--- src/rtl/ufc_pkg.sv ---
// Package: register map, field positions and reset values of the UART flow-control block
package ufc_pkg;
  localparam int unsigned ADDR_W = 6;
  localparam logic [5:0] OFS_EFR     = 6'h00;
  localparam logic [5:0] OFS_MCR     = 6'h04;
  localparam logic [5:0] OFS_TCR     = 6'h08;
  localparam logic [5:0] OFS_IER     = 6'h0C;
  localparam logic [5:0] OFS_ISR     = 6'h10;
  localparam logic [5:0] OFS_FEATURE_CONTROL_REG    = 6'h14;
  localparam logic [5:0] OFS_RESUME_CHAR_ONE    = 6'h18;
  localparam logic [5:0] OFS_RESUME_CHAR_TWO    = 6'h1C;
  localparam logic [5:0] OFS_PAUSE_CHAR_ONE   = 6'h20;
  localparam logic [5:0] OFS_PAUSE_CHAR_TWO   = 6'h24;
  localparam logic [5:0] OFS_STATE   = 6'h28;
  // enhanced_feature_reg fields
  localparam int unsigned EFR_CTS    = 7;
  localparam int unsigned EFR_RTS    = 6;
  localparam int unsigned EFR_SPEC   = 5;
  localparam int unsigned EFR_ENH    = 4;
  // modem_control_reg fields
  localparam int unsigned MCR_ANY    = 5;
  localparam int unsigned MCR_RTS    = 1;
  // irq_enable_reg / irq_status_reg fields
  localparam int unsigned IER_CTS    = 7;
  localparam int unsigned IER_RTS    = 6;
  localparam int unsigned IER_XOFF   = 5;
  localparam int unsigned ISR_FLOW   = 5;
  localparam int unsigned ISR_XOFF   = 4;
  // feature_control_reg trigger table select
  localparam logic [1:0] TABLE_D     = 2'b11;
  // Flow character selections
  localparam logic [1:0] SEL_NONE    = 2'b00;
  localparam logic [1:0] SEL_ONE     = 2'b10;
  localparam logic [1:0] SEL_TWO     = 2'b01;
  localparam logic [1:0] SEL_BOTH    = 2'b11;
  // Reset values
  localparam logic [7:0] RST_EFR     = 8'h00;
  localparam logic [7:0] RST_MCR     = 8'h00;
  localparam logic [7:0] RST_TCR     = 8'h00;
  localparam logic [7:0] RST_IER     = 8'h00;
  localparam logic [7:0] RST_FEATURE_CONTROL_REG    = 8'h20;
  localparam logic [7:0] RST_CHAR    = 8'h00;
endpackage

--- src/rtl/ufc_flow_ctrl.sv ---
// Flow-control logic of one UART channel: auto RTS/CTS, Xon/Xoff and special character
`timescale 1ns/10ps
`default_nettype none
module ufc_flow_ctrl #(
  parameter int unsigned LVL_W = 7
) (
  input  wire logic             clk_i,
  input  wire logic             rst_i,
  input  wire logic             wb_cyc_i,
  input  wire logic             wb_stb_i,
  input  wire logic             wb_we_i,
  input  wire logic [5:0]       wb_adr_i,
  input  wire logic [3:0]       wb_sel_i,
  input  wire logic [31:0]      wb_dat_i,
  output logic      [31:0]      wb_dat_o,
  output logic                  wb_ack_o,
  input  wire logic [LVL_W-1:0] rx_level_i,
  input  wire logic [LVL_W-1:0] rx_trig_i,
  input  wire logic [LVL_W-1:0] rx_trig_up_i,
  input  wire logic [LVL_W-1:0] rx_trig_down_i,
  input  wire logic             rx_full_i,
  input  wire logic             rx_valid_i,
  input  wire logic [7:0]       rx_char_i,
  input  wire logic             cts_n_i,
  input  wire logic             tx_flow_ready_i,
  output logic                  rts_n_o,
  output logic                  tx_hold_o,
  output logic                  xoff_seen_out_n_o,
  output logic                  rx_store_o,
  output logic [7:0]            rx_store_char_o,
  output logic                  tx_flow_valid_o,
  output logic [7:0]            tx_flow_char_o,
  output logic                  flow_irq_o
);
  ////////////////////////////////////////////////////////////////////////////
  typedef enum logic [1:0] {UFC_RX_IDLE, UFC_RX_PAUSE1, UFC_RX_RESUME1} ufc_rx_t;
  typedef enum logic [1:0] {UFC_TX_IDLE, UFC_TX_FIRST, UFC_TX_SECOND} ufc_tx_t;

  logic [7:0] enhanced_feature_reg;
  logic [7:0] modem_control_reg;
  logic [7:0] flow_level_reg;
  logic [7:0] irq_enable_reg;
  logic [7:0] feature_control_reg;
  logic [7:0] resume_char_one;
  logic [7:0] resume_char_two;
  logic [7:0] pause_char_one;
  logic [7:0] pause_char_two;
  logic       isr_xoff;
  logic       isr_flow;
  logic       xoff_halt;
  logic       sent_pause;
  logic       pause_is_next;
  logic       cts_prev;
  ufc_rx_t    rx_state;
  ufc_tx_t    tx_state;

  // Table D hysteresis in characters
  function automatic logic [7:0] hyst(input logic [3:0] code);
    logic [7:0] h;
    h = 8'h00;
    unique case (code)
      4'h0: h = 8'd0;
      4'h1: h = 8'd4;
      4'h2: h = 8'd6;
      4'h3: h = 8'd8;
      4'h4: h = 8'd8;
      4'h5: h = 8'd16;
      4'h6: h = 8'd24;
      4'h7: h = 8'd32;
      4'h8: h = 8'd40;
      4'h9: h = 8'd44;
      4'hA: h = 8'd48;
      4'hB: h = 8'd52;
      4'hC: h = 8'd12;
      4'hD: h = 8'd20;
      4'hE: h = 8'd28;
      4'hF: h = 8'd36;
    endcase
    return h;
  endfunction

  ////////////////////////////////////////////////////////////////////////////
  // Thresholds
  logic [7:0] lvl;
  logic [7:0] trig;
  logic [7:0] hys;
  logic       tbl_d;
  logic [7:0] rts_halt;
  logic [7:0] resume_lvl;
  logic [7:0] sw_halt;
  assign lvl   = 8'(rx_level_i);
  assign trig  = 8'(rx_trig_i);
  assign hys   = hyst(feature_control_reg[3:0]);
  assign tbl_d = feature_control_reg[5:4] == ufc_pkg::TABLE_D;
  assign rts_halt = (flow_level_reg[3:0] != 4'h0) ? {4'h0, flow_level_reg[3:0]} :
                    tbl_d ? 8'(trig + hys) : 8'(rx_trig_up_i);
  assign resume_lvl = (flow_level_reg[7:4] != 4'h0) ? {4'h0, flow_level_reg[7:4]} :
                      tbl_d ? ((trig > hys) ? 8'(trig - hys) : 8'h00) :
                      8'(rx_trig_down_i);
  assign sw_halt = (flow_level_reg[3:0] != 4'h0) ? {4'h0, flow_level_reg[3:0]} : trig;

  ////////////////////////////////////////////////////////////////////////////
  // Wishbone classic slave
  logic bus_req;
  logic wr_stb;
  logic rd_isr;
  assign bus_req = wb_cyc_i && wb_stb_i && !wb_ack_o;
  assign wr_stb  = bus_req && wb_we_i && wb_sel_i[0];
  assign rd_isr  = bus_req && !wb_we_i && wb_adr_i == ufc_pkg::OFS_ISR;

  always_ff @(posedge clk_i) begin
    if (rst_i) begin
      wb_ack_o <= 1'b0;
    end else begin
      wb_ack_o <= bus_req;
    end
  end

  always_ff @(posedge clk_i) begin
    if (rst_i) begin
      wb_dat_o <= 32'h0000_0000;
    end else if (bus_req && !wb_we_i) begin
      unique case (wb_adr_i)
        ufc_pkg::OFS_EFR:   wb_dat_o <= {24'h00_0000, enhanced_feature_reg};
        ufc_pkg::OFS_MCR:   wb_dat_o <= {24'h00_0000, modem_control_reg};
        ufc_pkg::OFS_TCR:   wb_dat_o <= {24'h00_0000, flow_level_reg};
        ufc_pkg::OFS_IER:   wb_dat_o <= {24'h00_0000, irq_enable_reg};
        ufc_pkg::OFS_ISR:   wb_dat_o <= {26'h000_0000, isr_flow, isr_xoff, 4'h0};
        ufc_pkg::OFS_FEATURE_CONTROL_REG:  wb_dat_o <= {24'h00_0000, feature_control_reg};
        ufc_pkg::OFS_RESUME_CHAR_ONE:  wb_dat_o <= {24'h00_0000, resume_char_one};
        ufc_pkg::OFS_RESUME_CHAR_TWO:  wb_dat_o <= {24'h00_0000, resume_char_two};
        ufc_pkg::OFS_PAUSE_CHAR_ONE: wb_dat_o <= {24'h00_0000, pause_char_one};
        ufc_pkg::OFS_PAUSE_CHAR_TWO: wb_dat_o <= {24'h00_0000, pause_char_two};
        ufc_pkg::OFS_STATE: wb_dat_o <= {28'h000_0000, sent_pause, xoff_halt, tx_hold_o, rts_n_o};
        default:            wb_dat_o <= 32'h0000_0000;
      endcase
    end
  end

  always_ff @(posedge clk_i) begin
    if (rst_i) begin
      enhanced_feature_reg <= ufc_pkg::RST_EFR;
      modem_control_reg    <= ufc_pkg::RST_MCR;
      flow_level_reg       <= ufc_pkg::RST_TCR;
      irq_enable_reg       <= ufc_pkg::RST_IER;
      feature_control_reg  <= ufc_pkg::RST_FEATURE_CONTROL_REG;
      resume_char_one      <= ufc_pkg::RST_CHAR;
      resume_char_two      <= ufc_pkg::RST_CHAR;
      pause_char_one       <= ufc_pkg::RST_CHAR;
      pause_char_two       <= ufc_pkg::RST_CHAR;
    end else if (wr_stb) begin
      unique case (wb_adr_i)
        ufc_pkg::OFS_EFR:   enhanced_feature_reg <= wb_dat_i[7:0];
        ufc_pkg::OFS_MCR:   modem_control_reg    <= wb_dat_i[7:0];
        ufc_pkg::OFS_TCR:   flow_level_reg       <= wb_dat_i[7:0];
        ufc_pkg::OFS_IER: begin
          // Upper enables are locked unless enhanced features are on
          irq_enable_reg[3:0] <= wb_dat_i[3:0];
          if (enhanced_feature_reg[ufc_pkg::EFR_ENH]) begin
            irq_enable_reg[7:4] <= wb_dat_i[7:4];
          end
        end
        ufc_pkg::OFS_FEATURE_CONTROL_REG:  feature_control_reg  <= wb_dat_i[7:0];
        ufc_pkg::OFS_RESUME_CHAR_ONE:  resume_char_one      <= wb_dat_i[7:0];
        ufc_pkg::OFS_RESUME_CHAR_TWO:  resume_char_two      <= wb_dat_i[7:0];
        ufc_pkg::OFS_PAUSE_CHAR_ONE: pause_char_one       <= wb_dat_i[7:0];
        ufc_pkg::OFS_PAUSE_CHAR_TWO: pause_char_two       <= wb_dat_i[7:0];
        default: ;
      endcase
    end
  end

  ////////////////////////////////////////////////////////////////////////////
  // Auto RTS
  logic next_rts_n;
  always_comb begin
    next_rts_n = !modem_control_reg[ufc_pkg::MCR_RTS];
    if (enhanced_feature_reg[ufc_pkg::EFR_RTS] && modem_control_reg[ufc_pkg::MCR_RTS]) begin
      if (lvl >= rts_halt) begin
        next_rts_n = 1'b1;
      end else if (lvl <= resume_lvl) begin
        next_rts_n = 1'b0;
      end else begin
        next_rts_n = rts_n_o;
      end
    end
  end

  always_ff @(posedge clk_i) begin
    if (rst_i) begin
      rts_n_o <= 1'b1;
    end else begin
      rts_n_o <= next_rts_n;
    end
  end

  ////////////////////////////////////////////////////////////////////////////
  // Receive comparison
  logic [1:0] rx_sel;
  logic [1:0] tx_sel;
  logic       pair_seq;
  logic       is_p1;
  logic       is_p2;
  logic       is_r1;
  logic       is_r2;
  logic       single_pause;
  logic       single_resume;
  logic       special_hit;
  logic       pause_hit;
  logic       resume_hit;
  logic       consume;
  assign rx_sel   = enhanced_feature_reg[1:0];
  assign tx_sel   = enhanced_feature_reg[3:2];
  assign pair_seq = rx_sel == ufc_pkg::SEL_BOTH && tx_sel == ufc_pkg::SEL_BOTH;
  assign is_p1 = rx_char_i == pause_char_one;
  assign is_p2 = rx_char_i == pause_char_two;
  assign is_r1 = rx_char_i == resume_char_one;
  assign is_r2 = rx_char_i == resume_char_two;
  always_comb begin
    single_pause  = 1'b0;
    single_resume = 1'b0;
    unique case (rx_sel)
      ufc_pkg::SEL_ONE: begin
        single_pause  = is_p1;
        single_resume = is_r1;
      end
      ufc_pkg::SEL_TWO: begin
        single_pause  = is_p2;
        single_resume = is_r2;
      end
      ufc_pkg::SEL_BOTH: begin
        single_pause  = !pair_seq && (is_p1 || is_p2);
        single_resume = !pair_seq && (is_r1 || is_r2);
      end
      ufc_pkg::SEL_NONE: ;
    endcase
  end
  assign pause_hit   = rx_valid_i && (single_pause || (pair_seq && rx_state == UFC_RX_PAUSE1 && is_p2));
  assign resume_hit  = rx_valid_i && (single_resume || (pair_seq && rx_state == UFC_RX_RESUME1 && is_r2));
  assign special_hit = rx_valid_i && enhanced_feature_reg[ufc_pkg::EFR_SPEC] && is_p2 && !pause_hit;
  // Flow characters are consumed, everything else goes to the receive FIFO unless rx_full_i is set
  assign consume = pause_hit || resume_hit ||
                   (pair_seq && rx_state == UFC_RX_IDLE && (is_p1 || is_r1));

  always_ff @(posedge clk_i) begin
    if (rst_i) begin
      rx_state <= UFC_RX_IDLE;
    end else if (rx_valid_i) begin
      if (pair_seq && rx_state == UFC_RX_IDLE && is_p1) begin
        rx_state <= UFC_RX_PAUSE1;
      end else if (pair_seq && rx_state == UFC_RX_IDLE && is_r1) begin
        rx_state <= UFC_RX_RESUME1;
      end else begin
        rx_state <= UFC_RX_IDLE;
      end
    end
  end

  // Stores regardless of RTS#; a full FIFO or a consumed flow character stops it
  always_ff @(posedge clk_i) begin
    if (rst_i) begin
      rx_store_o      <= 1'b0;
      rx_store_char_o <= 8'h00;
    end else begin
      rx_store_o      <= rx_valid_i && !rx_full_i && !consume;
      rx_store_char_o <= rx_char_i;
    end
  end

  always_ff @(posedge clk_i) begin
    if (rst_i) begin
      xoff_halt         <= 1'b0;
      xoff_seen_out_n_o <= 1'b1;
    end else if (pause_hit) begin
      xoff_halt         <= 1'b1;
      xoff_seen_out_n_o <= 1'b0;
    end else if (resume_hit || (xoff_halt && rx_valid_i && modem_control_reg[ufc_pkg::MCR_ANY])) begin
      xoff_halt         <= 1'b0;
      xoff_seen_out_n_o <= 1'b1;
    end
  end

  ////////////////////////////////////////////////////////////////////////////
  // Transmit holdoff and CTS
  always_ff @(posedge clk_i) begin
    if (rst_i) begin
      tx_hold_o <= 1'b0;
      cts_prev  <= 1'b1;
    end else begin
      // Transmitter finishes the current stop bit before honouring the hold
      tx_hold_o <= (enhanced_feature_reg[ufc_pkg::EFR_CTS] && cts_n_i) || xoff_halt;
      cts_prev  <= cts_n_i;
    end
  end

  ////////////////////////////////////////////////////////////////////////////
  // Status flags; a set in the same cycle as the read-clear wins
  logic rts_edge;
  logic cts_edge;
  assign rts_edge = rts_n_o != next_rts_n;
  assign cts_edge = cts_n_i != cts_prev;
  always_ff @(posedge clk_i) begin
    if (rst_i) begin
      isr_flow <= 1'b0;
      isr_xoff <= 1'b0;
    end else begin
      if ((irq_enable_reg[ufc_pkg::IER_RTS] && rts_edge) ||
          (irq_enable_reg[ufc_pkg::IER_CTS] && cts_edge)) begin
        isr_flow <= 1'b1;
      end else if (rd_isr) begin
        isr_flow <= 1'b0;
      end
      if ((pause_hit && irq_enable_reg[ufc_pkg::IER_XOFF]) || special_hit) begin
        isr_xoff <= 1'b1;
      end else if (resume_hit || rd_isr) begin
        isr_xoff <= 1'b0;
      end
    end
  end

  always_ff @(posedge clk_i) begin
    if (rst_i) begin
      flow_irq_o <= 1'b0;
    end else begin
      flow_irq_o <= isr_flow || isr_xoff;
    end
  end

  ////////////////////////////////////////////////////////////////////////////
  // Transmit flow characters
  logic [7:0] first_char;
  logic [7:0] second_char;
  always_comb begin
    first_char  = pause_is_next ? pause_char_one : resume_char_one;
    second_char = pause_is_next ? pause_char_two : resume_char_two;
    if (tx_sel == ufc_pkg::SEL_TWO) begin
      first_char = second_char;
    end
  end

  always_ff @(posedge clk_i) begin
    if (rst_i) begin
      tx_state        <= UFC_TX_IDLE;
      sent_pause      <= 1'b0;
      pause_is_next   <= 1'b0;
      tx_flow_valid_o <= 1'b0;
      tx_flow_char_o  <= 8'h00;
    end else begin
      unique case (tx_state)
        UFC_TX_IDLE: begin
          if (tx_sel != ufc_pkg::SEL_NONE && !sent_pause && lvl >= sw_halt) begin
            tx_state        <= UFC_TX_FIRST;
            pause_is_next   <= 1'b1;
            sent_pause      <= 1'b1;
            tx_flow_valid_o <= 1'b1;
            tx_flow_char_o  <= (tx_sel == ufc_pkg::SEL_TWO) ? pause_char_two : pause_char_one;
          end else if (tx_sel != ufc_pkg::SEL_NONE && sent_pause && lvl < resume_lvl) begin
            tx_state        <= UFC_TX_FIRST;
            pause_is_next   <= 1'b0;
            sent_pause      <= 1'b0;
            tx_flow_valid_o <= 1'b1;
            tx_flow_char_o  <= (tx_sel == ufc_pkg::SEL_TWO) ? resume_char_two : resume_char_one;
          end
        end
        UFC_TX_FIRST: begin
          if (tx_flow_ready_i) begin
            if (tx_sel == ufc_pkg::SEL_BOTH) begin
              tx_state       <= UFC_TX_SECOND;
              tx_flow_char_o <= second_char;
            end else begin
              tx_state        <= UFC_TX_IDLE;
              tx_flow_valid_o <= 1'b0;
            end
          end
        end
        UFC_TX_SECOND: begin
          if (tx_flow_ready_i) begin
            tx_state        <= UFC_TX_IDLE;
            tx_flow_valid_o <= 1'b0;
          end
        end
      endcase
    end
  end

  ////////////////////////////////////////////////////////////////////////////
  // Checks
  property p_rts_manual;
    @(posedge clk_i) disable iff (rst_i)
      !enhanced_feature_reg[ufc_pkg::EFR_RTS] |=> rts_n_o == !$past(modem_control_reg[ufc_pkg::MCR_RTS]);
  endproperty
  a_rts_manual: assert property (p_rts_manual) else $error("RTS not following control bit");

  property p_rts_halt;
    @(posedge clk_i) disable iff (rst_i)
      enhanced_feature_reg[ufc_pkg::EFR_RTS] && modem_control_reg[ufc_pkg::MCR_RTS] && lvl >= rts_halt
      |=> rts_n_o;
  endproperty
  a_rts_halt: assert property (p_rts_halt) else $error("RTS not raised at halt level");

  property p_rts_resume;
    @(posedge clk_i) disable iff (rst_i)
      enhanced_feature_reg[ufc_pkg::EFR_RTS] && modem_control_reg[ufc_pkg::MCR_RTS] &&
      lvl <= resume_lvl && lvl < rts_halt |=> !rts_n_o;
  endproperty
  a_rts_resume: assert property (p_rts_resume) else $error("RTS not lowered at resume level");

  property p_rts_irq;
    @(posedge clk_i) disable iff (rst_i)
      irq_enable_reg[ufc_pkg::IER_RTS] && rts_edge |=> isr_flow ##1 flow_irq_o;
  endproperty
  a_rts_irq: assert property (p_rts_irq) else $error("RTS change did not raise flow flag");

  property p_cts_hold;
    @(posedge clk_i) disable iff (rst_i)
      enhanced_feature_reg[ufc_pkg::EFR_CTS] && cts_n_i |=> tx_hold_o;
  endproperty
  a_cts_hold: assert property (p_cts_hold) else $error("CTS high did not hold transmitter");

  property p_pause_rx;
    @(posedge clk_i) disable iff (rst_i)
      pause_hit |=> !xoff_seen_out_n_o && xoff_halt ##1 tx_hold_o;
  endproperty
  a_pause_rx: assert property (p_pause_rx) else $error("Pause character did not halt");

  property p_special;
    @(posedge clk_i) disable iff (rst_i)
      special_hit && !rx_full_i && !consume && !modem_control_reg[ufc_pkg::MCR_ANY]
      |=> isr_xoff && rx_store_o && $stable(xoff_halt);
  endproperty
  a_special: assert property (p_special) else $error("Special character mishandled");

  property p_pause_tx;
    @(posedge clk_i) disable iff (rst_i)
      tx_state == UFC_TX_IDLE && tx_sel != ufc_pkg::SEL_NONE && !sent_pause && lvl >= sw_halt
      |=> tx_flow_valid_o && sent_pause;
  endproperty
  a_pause_tx: assert property (p_pause_tx) else $error("Pause character not sent");
endmodule
`default_nettype wire

--- config.mk ---
export PLATFORM = sky130hd
export DESIGN_NAME = ufc_flow_ctrl
export DESIGN_NICKNAME = d
export VERILOG_FILES = /design/src/rtl/ufc_pkg.sv /design/src/rtl/ufc_flow_ctrl.sv
export SDC_FILE = /design/constraint.sdc
export NUM_CORES = 1
export LEC_CHECK = 0
export BUFFER_PORTS_ARGS = -buffer_cell sky130_fd_sc_hd__buf_2
export CELL_PAD_IN_SITES_DETAIL_PLACEMENT = 1
export CELL_PAD_IN_SITES_GLOBAL_PLACEMENT = 1
export CORE_MARGIN = 2
export CORE_UTILIZATION = 45
export CTS_CLUSTER_DIAMETER = 60
export CTS_CLUSTER_SIZE = 16
export DETAILED_ROUTE_END_ITERATION = 12
export GPL_ROUTABILITY_DRIVEN = 0
export HOLD_SLACK_MARGIN = 0.1
export PLACE_DENSITY_LB_ADDON = 0.1
export SYNTH_ARGS = -nofsm -noshare
export SYNTH_HDL_FRONTEND = slang
export SYNTH_SLANG_ARGS = --single-unit
--- constraint.sdc ---
create_clock -name clk_i -period 6.7 [get_ports clk_i]
set_input_delay 1.005 -clock clk_i [delete_from_list [all_inputs] [get_ports clk_i]]
set_output_delay 1.005 -clock clk_i [all_outputs]
set_load 0.01 [all_outputs]
# After elaboration in Yosys (flattened, before gate mapping)
# Memories as Yosys holds them, arrays and structs flattened. A register that Yosys moved wholly into a read port is not among the register bits.
# Cells that the tools add are included.
# Widths: inputs -> output; s select.
# totals
reg_bits,136
latch_bits,0
mem_bits_rw,0
rom_bits,80
in_bits,87
out_inout_bits,55
elab_cells,193
n_memories,1
# mem_list
memory,depth,word_bits,read_ports,rd_clocked_by_memory_dff,wr,line_no,rtl
(name not given),16,5,1,1,0,ufc_flow_ctrl.sv:61,unique case (code)
# op_classes
add_sub_neg,2
n_mul,0
n_div,0
n_lt_le_gt_ge,5
eq_ne,31
n_shift,0
muxes,46
n_bitwise,0
n_reduce_logical,81
# op_table
cell,count
$mux 8,12
$pmux 8 s11,1
$logic_and 1x1->1,35
$eq 8x8->1,4
$eq 6x5->1 const B,4
$reduce_and 2->1,10
$eq 6x6->1 const B,3
$mux 1,18
$pmux 8 s2,1
$mux 2,7
$logic_or 1x1->1,13
$eq 2x2->1 const B,6
$eq 6x4->1 const B,2
$reduce_bool 2->1,6
$pmux 1 s3,3
$add 7x8->8,1
$eq 2x1->1 const B,4
$ge 7x8->1,1
$gt 7x8->1,1
$le 7x8->1,1
$logic_not 1->1,8
$lt 7x8->1,1
$mux 4,2
$ne 2x2->1 const B,4
12 further kinds,17

# Longest topological paths before layout
# logic_depth
depth_word,12
mapped_depth,16

# Worst setup path after synthesis
# No wires, ideal clock.
# synth_path
path_kind,input -> register
from,input port rx_trig_i[3]
to,register tx_state[1]
setup_time_ps,123
t_arrival_ps,3806
required_ps,6577
slack_ps,2770
cell_stages,14
path_buffers,1
path_cell_list,ha_1 > buf_2 > o211ai_1 > a21o_1 > a31oi_2 > o2111a_1 > o21ai_0 > ha_1 > and3_1 > o2111ai_1 > a41o_1 > a31oi_2 > a21boi_1 > mux2_1
# synth_between
elab_chain_cells,8
# synth_lines
item,line_no,rtl
from (decl),ufc_flow_ctrl.sv:18,"input wire logic [LVL_W-1:0] rx_trig_i,"
$sub 7x8->8 / $gt 7x8->1 (equally long branches),ufc_flow_ctrl.sv:98,tbl_d ? ((trig > hys) ? 8'(trig - hys) : 8'h00) :
$mux 8 (2 in series),ufc_flow_ctrl.sv:98,
$mux 8,ufc_flow_ctrl.sv:97,"assign resume_lvl = (flow_level_reg[7:4] != 4'h0) ? {4'h0, flow_level_reg[7:4]} :"
$lt 7x8->1,ufc_flow_ctrl.sv:357,end else if (tx_sel != ufc_pkg::SEL_NONE && sent_pause && lvl < resume_lvl) begin
$logic_and 1x1->1,ufc_flow_ctrl.sv:357,
$ne 3x3->1 (no line),-,
$reduce_and 3->1 (no line),-,
to (signal assigned),ufc_flow_ctrl.sv:358,tx_state <= UFC_TX_FIRST;
to (signal assigned),ufc_flow_ctrl.sv:368,tx_state <= UFC_TX_SECOND;
to (signal assigned),ufc_flow_ctrl.sv:371,tx_state <= UFC_TX_IDLE;
to (decl),ufc_flow_ctrl.sv:55,ufc_tx_t tx_state;
# Parallel ways exist; a longest one is shown, timed or not.
# A chain may end at the register's enable or synchronous reset.

# Worst setup path after layout
# layout_path
from,input port rx_trig_i[3]
to,register tx_flow_char_o[5]
# layout_between
elab_chain_cells,8
# layout_lines
item,line_no,rtl
$sub 7x8->8 / $gt 7x8->1 (equally long branches),ufc_flow_ctrl.sv:98,
$mux 8 (2 in series),ufc_flow_ctrl.sv:98,
$mux 8,ufc_flow_ctrl.sv:97,
$lt 7x8->1,ufc_flow_ctrl.sv:357,
$logic_and 1x1->1,ufc_flow_ctrl.sv:357,
$ne 3x3->1 (no line),-,
$reduce_and 4->1 (no line),-,
to (signal assigned),ufc_flow_ctrl.sv:356,tx_flow_char_o <= (tx_sel == ufc_pkg::SEL_TWO) ? pause_char_two : pause_char_one;
to (signal assigned),ufc_flow_ctrl.sv:362,tx_flow_char_o <= (tx_sel == ufc_pkg::SEL_TWO) ? resume_char_two : resume_char_one;
to (signal assigned),ufc_flow_ctrl.sv:369,tx_flow_char_o <= second_char;
to (decl),ufc_flow_ctrl.sv:32,"output logic [7:0] tx_flow_char_o,"
# Parallel ways exist; a longest one is shown, timed or not.

==> impl_metrics.yaml <==
hold_path:
  min-delay-start: "wb_dat_o[7]$_SDFFE_PP0P_"
  hold_end: "wb_dat_o[7]$_SDFFE_PP0P_"
  hold_path.class: "reg2reg"
  hold_depth: 2
clock_network:
  hold_buffers: 0
  clock-sinks: 117
  cts_resized: 0
  tritoncts: "built"
  worstSkewPairLatency_ns: 0.42
  cts_made_buffers: 17
  postCtsSetupRepairBufs: 0
  clock_path_buffers: 2
  cts.clk_slew.worst_paths_ns: 0.06
  root_buffer: "clkbuf_16"
  htreeDepth: 4
timing:
  tns_ns: 0
  hold_viol_final: 0
  setup_ws_ns: 2.47
  tightest_slew_ns: 1.33
  relSlewSlack_pct: 11.0
  fin_skew_ns: 0.00809
  setup_viol: 0
  drv_slew: 0
  post-route-min-period_ns: 4.23
  fmax_mhz: 236
  rsz0062_at_grt: "no"
  min_period_over_period_pct: 63.1
floorplanning:
  die_h_um: 132
  pin_count: 142
  die_width_um: 132
  core_sq_mm: 0.0159
  rows: 46
  start_util_pct: 46.1
  die_area_sq_mm: 0.0174
flow_run:
  drv_cap: 0
power:
  cellInternalPower_uw: 1330
  pwr-share-seq_pct: 39.2
  p_sw_uw: 470
  max-vdd-ir-drop_uv: 190
  power_density_mw_per_mm2: 217
  power_frac_comb_pct: 11.2
  switching_share_pct: 26.1
  p_leak_uw: 0.00319
  p_clk_share_pct: 49.6
  power_uw: 1800
finish:
  syn_to_final_growth_pct: 12.9
  layout_common_cells: "117 x dfxtp_1, 101 x nor2_1, 89 x buf_2"
  drive_gt1_share_pct: 17.7
  fin_nets: 1027
  mostFrequentLayoutCell: "dfxtp_1"
  n_antenna_cell: 0
yosys:
  synth_area_per_cell_sq_um: 8.59
  syn_inst: 856
  ys_async_sr_fraction_pct: 0
  yosysUniqueCellTypes: 73
  synth_flop_cell: "dfxtp_1"
  syn-cell-area_sq_mm: 0.00735
  ys_seq_area_share_pct: 31.8
  synth_seq_cells: 117
  synth-edff-count: 0
  yosys_warnings: 0
detailed_routing:
  drtIter0Drc: 547
  totalWireLength_um: 24900
  remaining_drc_errors: 0
  vias: 6637
  vias_per_cell: 5.86
  wire_per_inst_um: 22.0
  first_pass_iters: 5
  final_antenna_net_count: 0
worst_setup_path:
  reg2reg_from: "hys[3]$_DFF_P_"
  slowest_delay_ns: 0.47
  crit_buf_inv: 1
  r2r_slack_ns: 2.79
  cp_max_fo: 9
  cpLargestDelayFamily: "compound AO/OA/AOI/OAI gates"
  cp-start-kind: "primary input"
  reg2reg_depth: 14
  path_cells: "buf_2, ha_1, o211ai_1, a21o_1, a31oi_2, o2111a_1, o21ai_0, ha_1, and3_1, o2111ai_1, a41o_1, a31oi_2, a21o_1, o32ai_1"
  r2r_end: "tx_flow_char_o[5]$_SDFFE_PP0P_"
  worstPathArrival_ns: 4.51
  end_kind: "register"
  crit_type: "in2reg"
  critPathRequiredTime_ns: 6.98
  cpMaxStageDelayCell: "a31oi_2"
global_route:
  grt.met3_usage_pct: 6.00
  grtUsageMet2_pct: 48.8
  antenna_found_initial: 0
  top_usage_layer: "met2"
  grt_overflow: 0
  groute.usage.overall_pct: 28.9
  grt_pass1_vias: 6939
  grtUsageMet1_pct: 36.4
  grt_pass1_wl_um: 39000
  grt_max_degree: 84
place:
  portBuffers: 90
  post-place-ws_ns: 2.08
  hpwl_um: 18400
status:
  status: "finished clean"
worst max path at each step:
| stage | start | to | slack [ns] | cells past startpoint |
|---|---|---|---|---|
| after global placement | rx_trig_i[3] | tx_state[1]$_SDFFE_PP0P_ | 2.17 | 14 |
| after global routing | rx_trig_i[3] | tx_flow_char_o[5]$_SDFFE_PP0P_ | 2.23 | 14 |
| final | rx_trig_i[3] | tx_flow_char_o[5]$_SDFFE_PP0P_ | 2.47 | 14 |
| after CTS | rx_trig_i[3] | tx_flow_char_o[5]$_SDFFE_PP0P_ | 2.50 | 14 |
| after detailed placement | rx_trig_i[3] | tx_flow_char_o[5]$_SDFFE_PP0P_ | 2.08 | 14 |
| after floorplan | rx_trig_i[3] | tx_state[1]$_SDFFE_PP0P_ | 2.77 | 14 |
Yosys cell counts (6+ instances only):
library cell,instances,area share [%]
dfxtp_1,117,32
nor2_1,101,5.2
mux2i_1,82,11
nand2_1,50,2.6
o21ai_0,41,2.8
a21oi_1,40,2.7
clkbuf_1,39,2.0
ha_1,35,6.0
xnor2_1,32,3.8
buf_4,27,2.8
inv_1,24,1.2
nor2b_1,24,2.0
a22oi_1,20,2.0
nand3_1,17,1.2
mux2_2,16,2.4
buf_2,15,1.0
a21o_1,11,1.1
and3_1,11,0.94
nand2b_1,11,0.94
nand4_1,11,0.94
o32ai_1,9,1.1
o311ai_0,8,0.95
o211ai_1,7,0.71
a222oi_1,6,0.82
cell type report:
cell class | count | area, sq um
fill | 1915 | 7640
multi-input combinational | 650 | 4550
sequential | 117 | 2340
timing repair buffer | 93 | 475
clock buffer | 20 | 447
tap | 216 | 270
clock inverter | 12 | 129
inverter | 24 | 90.1
metrics by stage:
step / utilization (%) / hold WS [ns] / instance area, sq um / std cells
global placement: 48.5 / 0.439 / 7730 / 1100
global route: 52.1 / 0.478 / 8310 / 1132
finish: 52.1 / 0.451 / 8310 / 1132
floorplan: - / 0.436 / 7440 / 879
detailed placement: 48.5 / 0.444 / 7730 / 1100
CTS: 52.1 / 0.456 / 8310 / 1132
routing by layer:
metal  wire length (um)  part of all wire [%]
met5                  0                     0
met4                639                   2.6
met3               1590                   6.4
met2              12200                    49
met1              10500                    42
worst register-to-register path: cells and delay by family (launching register included):
family                   cells  cell delay [ns]
flip-flops                   1             0.35
AND/OR/NAND/NOR              1             0.21
AO/OA/AOI/OAI               10             2.38
buffers and inverters        1             0.05
adder cells (fa/ha/maj)      2             0.78
kinds of logic (layout without fill, tap and decap cells):
family / Yosys count / in the layout / synth area share [%]
AOI/OAI and AO/OA: 181 / 181 / 17.0
muxes: 101 / 101 / 14.1
buffers and inverters: 112 / 149 / 7.50
and+or+nand+nor: 272 / 272 / 18.8
other: 1 / 24 / 0.0510
DFF: 117 / 117 / 31.8
adders and majority gates: 37 / 37 / 6.50
xor gates and xnor gates: 35 / 35 / 4.17
power groups by stage:
stage	sequential [uW]	clock [uW]	combinational [uW]
finish	707	893	201
detailed placement	722	0	199
CTS	707	904	201
floorplan	724	0	138
global route	707	938	221
global placement	722	0	189
No activity file was read; power rests on OpenSTA's default activity.
